--- src/common/completion_event_bit_pkg.sv ---
// Package: register map, field positions and states of the completion event unit
// Overview of operation
// RULE1 - Enabled completion plus debug mode raises event
// RULE2 - Suppressed faulting instruction raises no event
// RULE3 - System call counts as executed, raises event
// RULE4 - Event sets status flag, saves next address
// RULE5 - No debug mode means event ignored
// RULE6 - Round exception sets status and imprecise flags
// RULE7 - Round interrupt first, saves following address
// RULE8 - Debug address then points at round handler
// RULE9 - Round behaviour under internal or external mode
// RULE10 - Instruction setting debug enable raises nothing
// RULE11 - Instruction setting completion enable raises nothing
// RULE12 - Status flag sticky until software clears
package cmpl_pkg;
   // Register byte offsets
   localparam logic [4:0] OFS_CTRL   = 5'h00;
   localparam logic [4:0] OFS_STATUS = 5'h04;
   localparam logic [4:0] OFS_MASK   = 5'h08;
   localparam logic [4:0] OFS_DSRA   = 5'h0c;
   localparam logic [4:0] OFS_SRA    = 5'h10;
   // Control fields of debug_control_0
   localparam int CTL_CMP = 0;  // completion_event_bit
   localparam int CTL_EXT = 1;  // external_debug_mode
   localparam int CTL_INT = 2;  // internal_debug_mode
   localparam int CTL_W   = 3;
   // Status and mask fields of debug_status_reg
   localparam int ST_CMP = 0;   // completion flag
   localparam int ST_IMP = 1;   // imprecise_event_flag
   localparam int ST_W   = 2;
   // Reset values
   localparam logic [CTL_W-1:0] CTRL_RST = 3'h0;
   localparam logic [ST_W-1:0]  ST_RST   = 2'h0;
   // Round exception sequencing
   typedef enum logic [0:0] {S_IDLE, S_ROUND} seq_e;
endpackage : cmpl_pkg

--- src/logic/completion_event_bit_event.sv ---
// Instruction completion debug event detector with Wishbone register file
module cmpl_event
   import cmpl_pkg::*;
#(
   parameter int AW = 32  // Instruction address width
)(
   // Clock and reset
   input  wire logic          clk_i,
   input  wire logic          rst_i,
   // Wishbone classic slave
   input  wire logic          cyc_i,
   input  wire logic          stb_i,
   input  wire logic          we_i,
   input  wire logic [4:0]    adr_i,
   input  wire logic [3:0]    sel_i,
   input  wire logic [31:0]   dat_i,
   output logic [31:0]        dat_o,
   output logic               ack_o,
   // Core completion interface
   input  wire logic          done_i,        // Instruction finished this cycle
   input  wire logic          suppressed_i,  // Raised another enabled exception
   input  wire logic          syscall_i,     // Instruction is a system call
   input  wire logic          dbg_en_i,      // internal_debug_enable at execution
   input  wire logic          sets_dbg_en_i, // Instruction sets internal_debug_enable
   input  wire logic          sets_cmp_i,    // Instruction sets completion_event_bit
   input  wire logic          round_exc_i,   // Float round exception on this one
   input  wire logic [AW-1:0] next_addr_i,   // Address of next instruction
   input  wire logic [AW-1:0] round_vec_i,   // Round exception handler entry
   // Interrupt side
   output logic               round_take_o,  // Round interrupt taken pulse
   output logic               debug_take_o,  // Debug interrupt taken pulse
   output logic [AW-1:0]      sra_o,         // save_restore_addr
   output logic [AW-1:0]      dsra_o,        // debug_save_restore_addr
   output logic               irq_o          // Unmasked status level
);
   import cmpl_pkg::*;

   // Whole module state
   typedef struct packed {
      logic [CTL_W-1:0] ctrl;       // debug_control_0 bits
      logic [ST_W-1:0]  status;     // debug_status_reg bits
      logic [ST_W-1:0]  mask;       // Interrupt mask
      logic [AW-1:0]    dsra;       // debug_save_restore_addr
      logic [AW-1:0]    sra;        // save_restore_addr
      logic [31:0]      rdata;      // Read data
      logic             ack;        // Bus acknowledge
      seq_e             seq;        // Round sequencing
      logic             round_take; // Round interrupt pulse
      logic             debug_take; // Debug interrupt pulse
   } state_s;

   state_s st_reg;   // Registered state
   state_s st_next;  // Next state

   // Decoded event terms
   logic dbg_on;      // Either debug mode active
   logic counts;      // Instruction counts as executed
   logic excluded;    // Instruction alters the enabling bits
   logic cmp_evt;     // Precise completion event
   logic round_evt;   // Imprecise round case
   logic wr_en;       // Write lands this edge
   logic [ST_W-1:0] set_bits;  // Hardware sets this cycle

   // Zero-extend a narrow field to a bus word
   function automatic logic [31:0] ext3(input logic [CTL_W-1:0] v);
      ext3 = {{(32-CTL_W){1'b0}}, v};
   endfunction : ext3

   function automatic logic [31:0] ext2(input logic [ST_W-1:0] v);
      ext2 = {{(32-ST_W){1'b0}}, v};
   endfunction : ext2

   // Event qualification
   always_comb
   begin
      // Debug mode is internal enable or external mode
      dbg_on   = dbg_en_i | st_reg.ctrl[CTL_EXT];                // [RULE1] [RULE5]
      // Syscall executes even though it raises its own interrupt
      counts   = done_i & (~suppressed_i | syscall_i);           // [RULE2] [RULE3]
      // Instructions that turn the event on never report themselves
      excluded = (sets_dbg_en_i & st_reg.ctrl[CTL_CMP])          // [RULE10]
               | (sets_cmp_i & dbg_on);                          // [RULE11]
      // Round case needs internal or external debug mode; decoded first
      // because the precise term is masked by it
      round_evt = done_i & round_exc_i & st_reg.ctrl[CTL_CMP] & ~excluded
                & (st_reg.ctrl[CTL_INT] | st_reg.ctrl[CTL_EXT]); // [RULE9]
      cmp_evt  = st_reg.ctrl[CTL_CMP] & dbg_on & counts & ~excluded    // [RULE1]
               & ~round_evt;
      set_bits = '0;
      if (cmp_evt)
      begin
         set_bits[ST_CMP] = 1'b1;
      end
      if (round_evt)
      begin
         set_bits[ST_CMP] = 1'b1;                                // [RULE6]
         set_bits[ST_IMP] = 1'b1;
      end
      wr_en = cyc_i & stb_i & we_i & st_reg.ack & sel_i[0];
   end

   // Next state
   always_comb
   begin
      st_next = st_reg;
      st_next.round_take = 1'b0;
      st_next.debug_take = 1'b0;
      // Bus: ack one cycle after request, dropped next cycle
      st_next.ack = cyc_i & stb_i & ~st_reg.ack;
      st_next.rdata = '0;
      if (cyc_i & stb_i & ~st_reg.ack & ~we_i)
      begin
         case (adr_i)
            OFS_CTRL:   st_next.rdata = ext3(st_reg.ctrl);
            OFS_STATUS: st_next.rdata = ext2(st_reg.status);
            OFS_MASK:   st_next.rdata = ext2(st_reg.mask);
            OFS_DSRA:   st_next.rdata = 32'(st_reg.dsra);
            OFS_SRA:    st_next.rdata = 32'(st_reg.sra);
            default:    st_next.rdata = '0;  // Unmapped reads zero
         endcase
      end
      // Register writes at the acknowledging edge
      if (wr_en)
      begin
         case (adr_i)
            OFS_CTRL:   st_next.ctrl = dat_i[CTL_W-1:0];
            // Write one to clear; a set in the same cycle survives below
            OFS_STATUS: st_next.status = st_reg.status & ~dat_i[ST_W-1:0];
            OFS_MASK:   st_next.mask = dat_i[ST_W-1:0];
            default:    st_next.ctrl = st_next.ctrl;  // Read-only or unmapped
         endcase
      end
      // Instruction that sets the enable bit updates control
      if (sets_cmp_i)
      begin
         st_next.ctrl[CTL_CMP] = 1'b1;
      end
      // Sticky flags: hardware set wins over software clear
      st_next.status = st_next.status | set_bits;                // [RULE12]
      case (st_reg.seq)
         S_IDLE:
         begin
            if (round_evt)
            begin
               // Round interrupt first so it is not lost
               st_next.round_take = 1'b1;                        // [RULE7]
               st_next.sra = next_addr_i;
               st_next.dsra = round_vec_i;                       // [RULE8]
               st_next.seq = S_ROUND;
            end
            else if (cmp_evt)
            begin
               st_next.dsra = next_addr_i;                       // [RULE4]
               st_next.debug_take = 1'b1;
            end
         end
         S_ROUND:
         begin
            // Debug interrupt follows, aimed at the round handler
            st_next.debug_take = 1'b1;                           // [RULE8]
            st_next.seq = S_IDLE;
         end
         default:
         begin
            st_next.seq = S_IDLE;
         end
      endcase
   end

   // State register
   always_ff @(posedge clk_i)
   begin
      if (rst_i)
      begin
         st_reg <= '{ctrl: CTRL_RST, status: ST_RST, mask: ST_RST, dsra: '0, sra: '0,
                     rdata: '0, ack: 1'b0, seq: S_IDLE, round_take: 1'b0, debug_take: 1'b0};
      end
      else
      begin
         st_reg <= st_next;
      end
   end

   // Outputs
   assign dat_o        = st_reg.rdata;
   assign ack_o        = st_reg.ack;
   assign round_take_o = st_reg.round_take;
   assign debug_take_o = st_reg.debug_take;
   assign sra_o        = st_reg.sra;
   assign dsra_o       = st_reg.dsra;
   assign irq_o        = |(st_reg.status & st_reg.mask);

   // Checks
   // Eligible instruction records flag, take and next address
   property p_event;
      @(posedge clk_i) disable iff (rst_i)
      (done_i & ~suppressed_i & ~round_exc_i & st_reg.ctrl[CTL_CMP] & dbg_en_i & ~sets_dbg_en_i & ~sets_cmp_i)
      |=> st_reg.status[ST_CMP] && debug_take_o && dsra_o == $past(next_addr_i);
   endproperty
   a_event: assert property (p_event) else $error("completion event not recorded"); // [RULE1] [RULE4]

   // Faulting instruction that is not a syscall stays silent
   property p_suppress;
      @(posedge clk_i) disable iff (rst_i)
      (st_reg.seq == S_IDLE & done_i & suppressed_i & ~syscall_i & ~round_exc_i) |=> !debug_take_o;
   endproperty
   a_suppress: assert property (p_suppress) else $error("suppressed instruction raised event"); // [RULE2]

   // Syscall still reports its completion
   property p_syscall;
      @(posedge clk_i) disable iff (rst_i)
      (done_i & suppressed_i & syscall_i & ~round_exc_i & st_reg.ctrl[CTL_CMP] & dbg_on & ~excluded)
      |=> debug_take_o;
   endproperty
   a_syscall: assert property (p_syscall) else $error("system call raised no event"); // [RULE3]

   // Neither debug mode on: nothing taken
   property p_off;
      @(posedge clk_i) disable iff (rst_i)
      (st_reg.seq == S_IDLE & ~dbg_en_i & ~st_reg.ctrl[CTL_EXT] & ~round_exc_i) |=> !debug_take_o;
   endproperty
   a_off: assert property (p_off) else $error("event without debug mode"); // [RULE5]

   // Round interrupt first, debug interrupt one cycle later
   property p_round;
      @(posedge clk_i) disable iff (rst_i)
      round_evt |=> round_take_o && !debug_take_o && st_reg.status == 2'h3
                    && sra_o == $past(next_addr_i) ##1 debug_take_o && !round_take_o;
   endproperty
   a_round: assert property (p_round) else $error("round sequence wrong"); // [RULE6] [RULE7]

   // Handler entry captured at the event edge, held over the debug take
   property p_round_vec;
      @(posedge clk_i) disable iff (rst_i)
      round_evt |=> dsra_o == $past(round_vec_i) ##1 dsra_o == $past(round_vec_i, 2);
   endproperty
   a_round_vec: assert property (p_round_vec) else $error("debug address not round handler"); // [RULE8]

   // External mode alone also enables the round case
   property p_round_ext;
      @(posedge clk_i) disable iff (rst_i)
      (st_reg.seq == S_IDLE & done_i & round_exc_i & st_reg.ctrl[CTL_CMP] & st_reg.ctrl[CTL_EXT] & ~excluded)
      |=> round_take_o;
   endproperty
   a_round_ext: assert property (p_round_ext) else $error("round case missed in external mode"); // [RULE9]

   // Turning on the debug enable is not itself reported
   property p_set_dbg_en;
      @(posedge clk_i) disable iff (rst_i)
      (st_reg.seq == S_IDLE & sets_dbg_en_i & st_reg.ctrl[CTL_CMP]) |=> !debug_take_o && !round_take_o;
   endproperty
   a_set_dbg_en: assert property (p_set_dbg_en) else $error("enable-setting instruction reported"); // [RULE10]

   // Turning on the completion enable is not itself reported
   property p_set_cmp;
      @(posedge clk_i) disable iff (rst_i)
      (st_reg.seq == S_IDLE & sets_cmp_i & dbg_on) |=> !debug_take_o && !round_take_o;
   endproperty
   a_set_cmp: assert property (p_set_cmp) else $error("enable-setting instruction reported"); // [RULE11]

   // Flag only drops on a write of one
   property p_sticky;
      @(posedge clk_i) disable iff (rst_i)
      (st_reg.status[ST_CMP] & ~(wr_en & adr_i == OFS_STATUS & dat_i[ST_CMP])) |=> st_reg.status[ST_CMP];
   endproperty
   a_sticky: assert property (p_sticky) else $error("status flag lost"); // [RULE12]

   // Any event term leaves the flag set, even against a clear
   property p_cmp_status;
      @(posedge clk_i) disable iff (rst_i)
      (cmp_evt | round_evt) |=> st_reg.status[ST_CMP];
   endproperty
   a_cmp_status: assert property (p_cmp_status) else $error("completion flag not set"); // [RULE4] [RULE12]

   // Imprecise flag rises only through the round case
   property p_imp_round;
      @(posedge clk_i) disable iff (rst_i)
      (~st_reg.status[ST_IMP] & ~round_evt) |=> !st_reg.status[ST_IMP];
   endproperty
   a_imp_round: assert property (p_imp_round) else $error("imprecise flag set without round case"); // [RULE6]

   // No finished instruction, no interrupt launched
   property p_no_done;
      @(posedge clk_i) disable iff (rst_i)
      (st_reg.seq == S_IDLE & ~done_i) |=> !debug_take_o && !round_take_o;
   endproperty
   a_no_done: assert property (p_no_done) else $error("take without completed instruction"); // [RULE1]

   // Round interrupt is a single pulse
   property p_round_once;
      @(posedge clk_i) disable iff (rst_i)
      round_take_o |=> !round_take_o;
   endproperty
   a_round_once: assert property (p_round_once) else $error("round take longer than one cycle"); // [RULE7]

   // Debug address moves only with a finished instruction
   property p_dsra_hold;
      @(posedge clk_i) disable iff (rst_i)
      ~done_i |=> $stable(dsra_o);
   endproperty
   a_dsra_hold: assert property (p_dsra_hold) else $error("debug address changed without event"); // [RULE4]

   // Ordinary save address moves only in the round case
   property p_sra_hold;
      @(posedge clk_i) disable iff (rst_i)
      ~round_evt |=> $stable(sra_o);
   endproperty
   a_sra_hold: assert property (p_sra_hold) else $error("save address changed without round case"); // [RULE7]

endmodule : cmpl_event

--- config.mk ---
export PLATFORM = sky130hd
export DESIGN_NAME = cmpl_event
export DESIGN_NICKNAME = d
export VERILOG_FILES = /design/src/common/completion_event_bit_pkg.sv /design/src/logic/completion_event_bit_event.sv
export SDC_FILE = /design/constraint.sdc
export NUM_CORES = 1
export LEC_CHECK = 0
export CORE_MARGIN = 2
export CORE_UTILIZATION = 55
export CTS_BUF_LIST = sky130_fd_sc_hd__clkbuf_8 sky130_fd_sc_hd__clkbuf_16
export DETAILED_ROUTE_END_ITERATION = 10
export DONT_BUFFER_PORTS = 1
export GPL_TIMING_DRIVEN = 0
export MAX_ROUTING_LAYER = met4
export PLACE_DENSITY = 0.72
export SLEW_MARGIN = 20
export SYNTH_ARGS = -nofsm -noshare
export SYNTH_HDL_FRONTEND = slang
export SYNTH_SLANG_ARGS = --single-unit
export TNS_END_PERCENT = 1
--- constraint.sdc ---
create_clock -name clk_i -period 1.6 [get_ports clk_i]
set_input_delay 0.08 -clock clk_i [delete_from_list [all_inputs] [get_ports clk_i]]
set_output_delay 0.08 -clock clk_i [all_outputs]
set_load 0.005 [all_outputs]
# ---- Word level (Yosys, flattened, before mapping)
# Index checks and enable logic that the tools add are counted.
dict set report op_classes {
  mul 0
  reduce_logical 12
  div_mod_pow 0
  magnitude_cmp 0
  n_addsub 0
  n_mux 14
  shift 0
  eq_ne 4
  n_bitwise 32
}
# op count
set ops {}
lappend ops {{$pmux 32 s5} 1}
lappend ops {{$mux 32} 2}
lappend ops {{$and 1x1->1} 17}
lappend ops {{$eq 5x4->1 const B} 2}
lappend ops {{$reduce_and 2->1} 5}
lappend ops {{$mux 2} 4}
lappend ops {{$not 1->1} 7}
lappend ops {{$reduce_bool 2->1} 3}
lappend ops {{$reduce_or 2->1} 3}
lappend ops {{$eq 5x3->1 const B} 1}
lappend ops {{$eq 5x5->1 const B} 1}
lappend ops {{$logic_not 5->1} 1}
lappend ops {{$mux 5} 1}
lappend ops {{$and 2x2->2} 2}
lappend ops {{$mux 1} 4}
lappend ops {{$or 1x1->1} 4}
lappend ops {{$pmux 1 s2} 2}
lappend ops {{$not 2->2} 1}
lappend ops {{$or 2x2->2} 1}
dict set report word_totals {
  mem_bits_ro 0
  word_cells 73
  latch_bits 0
  ramBits 0
  regBits 107
  output_inout_bits 100
  memories 0
}

# ---- Depth between registers and ports, before layout
dict set report depth {
  ltp_word 11
  mapped_depth 7
}

# ---- Worst setup path after synthesis
# No wires, ideal clock.
dict set report synth_path {
  path_kind {register -> register}
  startpoint {register st_reg[105] in the netlist's numbering}
  endpoint {register st_reg (netlist bit dsra_o[24])}
  stages_incl_launch_ff 7
  setup_slack_ps -9
  arrival_time_ps 1487
  period_less_slack_ps 1609
  path_cell_list {dfxtp_1 o21a_1 or3_1 clkbuf_1 clkbuf_1 o21bai_1 a211oi_2}
}
dict set report synth_between {
  elab_chain_cells 10
  elab_cells_between_ends 15
}
# item line_no
set synth_lines {}
lappend synth_lines {{start, declared} completion_event_bit_event.sv:52} ;# state_s st_reg;
lappend synth_lines {{start signal, assigned} completion_event_bit_event.sv:175} ;# st_reg <= '{ctrl: CTRL_RST, status: ST_RST, mask: ST_RST, dsra: '0, sra: '0,
lappend synth_lines {{start signal, assigned} completion_event_bit_event.sv:180} ;# st_reg <= st_next;
lappend synth_lines {{$or 1x1->1} completion_event_bit_event.sv:77} ;# dbg_on = dbg_en_i | st_reg.ctrl[CTL_EXT];
lappend synth_lines {{$and 1x1->1} completion_event_bit_event.sv:82} ;# | (sets_cmp_i & dbg_on);
lappend synth_lines {{$or 1x1->1} completion_event_bit_event.sv:82}
lappend synth_lines {{$not 1->1} {completion_event_bit_event.sv:85, completion_event_bit_event.sv:87}}
lappend synth_lines {{$and 1x1->1} completion_event_bit_event.sv:85} ;# round_evt = done_i & round_exc_i & st_reg.ctrl[CTL_CMP] & ~excluded
lappend synth_lines {{$and 1x1->1} completion_event_bit_event.sv:86} ;# & (st_reg.ctrl[CTL_INT] | st_reg.ctrl[CTL_EXT]);
lappend synth_lines {{$not 1->1} completion_event_bit_event.sv:88} ;# & ~round_evt;
lappend synth_lines {{$and 1x1->1} completion_event_bit_event.sv:88}
lappend synth_lines {{$reduce_bool 2->1 (no source line)} --}
lappend synth_lines {{$reduce_and 2->1 (no source line)} --}
# Parallel ways exist; a longest one is shown, timed or not.
# A chain may end at the register's enable or synchronous reset.

# ---- Worst setup path after layout
dict set report layout_path {
  startpoint {register st_reg[105] in the netlist's numbering}
  endpoint {register st_reg (netlist bit dsra_o[21])}
}
# Same word-level chain as after synthesis.

==> impl_metrics.toml <==
[global_routing]
grt_pass1_wl_um = 22530
grt_pass1_vias = 4478
grt-ovfl-total = 0
antenna_found_initial = 0
grt_max_degree = 18
grtUsageTotal_pct = 29.45

[run_status]
status = "finished with violations"
violations = "setup timing"

[power]
clockPowerShare_pct = 35.3
vdd_drop_max_v = 0.0003760
intPower_uw = 3686
p_comb_share_pct = 10.1
leakage_uw = 0.002541
p_switching_uw = 1212
power.share.sequential_pct = 54.6
finalPower_uw = 4897
sw_frac_of_total_pct = 24.74
powerDensity_nw_per_um2 = 731.8

[final_layout]
final_util_pct = 73.12
num_antenna_cells = 0
final_layout_size_suffix_gt1_share_pct = 30.79
regArea_um2 = 2132
instances_no_fill = 806
multiInputGateArea_um2 = 2357
final_nets = 807
syn2layout_area_growth_pct = 30.24
fillers = 693
fin_area_um2 = 6693

[synth]
syn_nets = 716
yosysTopAreaCell = "dfxtp_1"
synthCells = 599
ys_types = 36
synth_most_common_cell = "dfxtp_1"
synth-seq-area-share_pct = 41.30
ys_ff_latch = 106
syn_avg_cell_area_um2 = 8.579
synth_common_cells = "dfxtp_1, buf_4, nor2_1"
async_reset_ff_share_pct = 0
synth_top_area_share_pct = 41.30
synth_ff_type = "dfxtp_1"
synth_edf_count = 0
synthTopCellsByArea = "dfxtp_1, buf_4, a21oi_1, a211oi_2, nor2_1"
mappedNetlistArea_um2 = 5139
yosysWarningCount = 0

[critical_path]
cp-endpoint = "dsra_o[21]"
crit_arrival_ns = 1.92
r2r_cells = 5
critical_path.startpoint = "st_reg[105]"
r2r_slack_ns = -0.04
crit_chain = "o21a_4 -> or3_4 -> clkbuf_16 -> o21bai_1 -> a211oi_2"
cp-start-kind = "register"
r2r_start = "st_reg[105]"
cp_slowest_cell = "or3_4"
critPathMaxFanout = 7
critPathRequiredTime_ns = 1.88
reg2reg_to = "dsra_o[21]"
slowest_delay_ns = 0.49
endpoint_kind = "register"
crit_type = "register to register"

[place]
io_buffer_count = 0
finalWeightedCongestion = 0.8303
placed_area_um2 = 5279
place_hpwl_um = 9739
numPlacedInstances = 710

[clock_network]
htreeDepth = 3
clock_latency_ns = 0.38
clk_path_buf_depth = 2
numCtsBuffers = 9
path_clk_slew_ns = 0.11
cts_tree = "built"
clockRootBuffer = "clkbuf_8"
cts_sinks = 106

[floorplan]
core_region_area_um2 = 9153
design.portCount = 217
rows = 35
initial_core_util_pct = 56.14
dieWidth_um = 100.7
dieArea_um2 = 10130
die-height_um = 100.7

[timing]
period_needed_ns = 1.645
tightest_slew_ns = 0.9054
slew_headroom_pct = 39.51
tns_ns = -0.1311
fin_skew_ns = 0.01025
setup_viol_count_final = 8
timing.fmax_mhz = 607.9
hold_viol = 0
rsz0062_at_grt = "true"
fin_crit_sh_pct = 102.8
setup_ws_ns = -0.04496
slew_viol_final = 0

[detailed_routing]
dr_total_vias = 4611
drt_iter0_drc = 228
drtAntennaViolNets = 0
drt_first_pass_iters = 5
wl_per_cell_um = 19.02
route.detailed.drc = 0
wl_um = 15330
vias_per_cell = 5.721

[hold_path]
hold_class = "primary input to register"
hp-start = "adr_i[2]"

[run]
maxCapViolCount = 0
-- per-layer routing --
layer	global-route usage [%]	wire [um]	vias up
li1	-	-	2134
met2	48.51	7612	205
met1	35.79	6477	2231
met4	13.17	381	0
met5	-	0	-
met3	4.300	859	41
-- placed cells by master (no fill, tap or decap), drive strengths merged, types with 2 or more instances in the layout --
cell,n
nor3,5
nor2,74
o21ai,2
a31o,2
clkbuf,35
a211oi,29
nor4,2
o21bai,29
or3b,2
or3,2
o21a,2
buf,117
nand2,68
inv,10
mux2i,8
clkinv,3
and2,2
a22oi,31
dfxtp,106
a21oi,73
o211a,3
nand3,4
dlygate4sd3,75
-- how the worst min path moves through the flow --
stage	end	slack, ns	depth (start not counted)
6_report	dat_o[1]	0.03	3
5_1_grt	dat_o[1]	0.03	3
4_1_cts	dat_o[1]	0.01	3
3_5_place_dp	ack_o	0.17	1
3_3_place_gp	ack_o	0.17	1
2_1_floorplan	ack_o	0.17	1
-- per-stage QoR --
stage | setup slack, ns | hold slack, ns
floorplan | -0.008623 | 0.1674
global placement | -0.5317 | 0.1719
detailed placement | -0.5419 | 0.1738
CTS | -0.03623 | 0.01033
global route | -0.07238 | 0.02604
finish | -0.04496 | 0.02982
-- cell families (layout without fill, tap and decap cells) --
group                  after synthesis  count (layout)  share of synthesized area [%]
flip-flops                         106             106                          41.30
buffers and inverters              147             242                          18.55
multiplexers                         8               8                          1.558
AO/OA/AOI/OAI                      174             174                          24.88
AND/OR/NAND/NOR                    164             165                          13.71
-- final cells by class --
cell class	instances	area share, %
clock inverter	6	1.010
buffer	136	15.16
multi-input combinational	347	35.22
clock buffer	10	2.056
tap	111	2.075
timing repair buffer	81	12.11
sequential	106	31.86
inverter	9	0.5048
-- worst max-delay path: cells and delay by family, from the launching register on --
kind / cells / cell delay, ns
buffers and inverters: 1 / 0.21
AOI/OAI and AO/OA: 3 / 0.46
DFF: 1 / 0.39
and+or+nand+nor: 1 / 0.49
-- power by group through the flow --
stage	registers, uW	logic, uW	clock network (uW)
after floorplan	2730	203	0
after global placement	2730	250	0
after detailed placement	2730	255	0
after CTS	2680	437	1730
after global routing	2680	530	1840
final	2670	496	1730
-- what timing repair did --
item,4_1_cts,5_1_grt
hold buffers,75,0
cloned,2,2
setup buffers,3,0
resized for setup,43,44
hold endpoints to repair,73,0
pin swaps,6,6
endpoints found under the setup margin,66,66
Note: power is estimated with default switching activity, not from simulation.
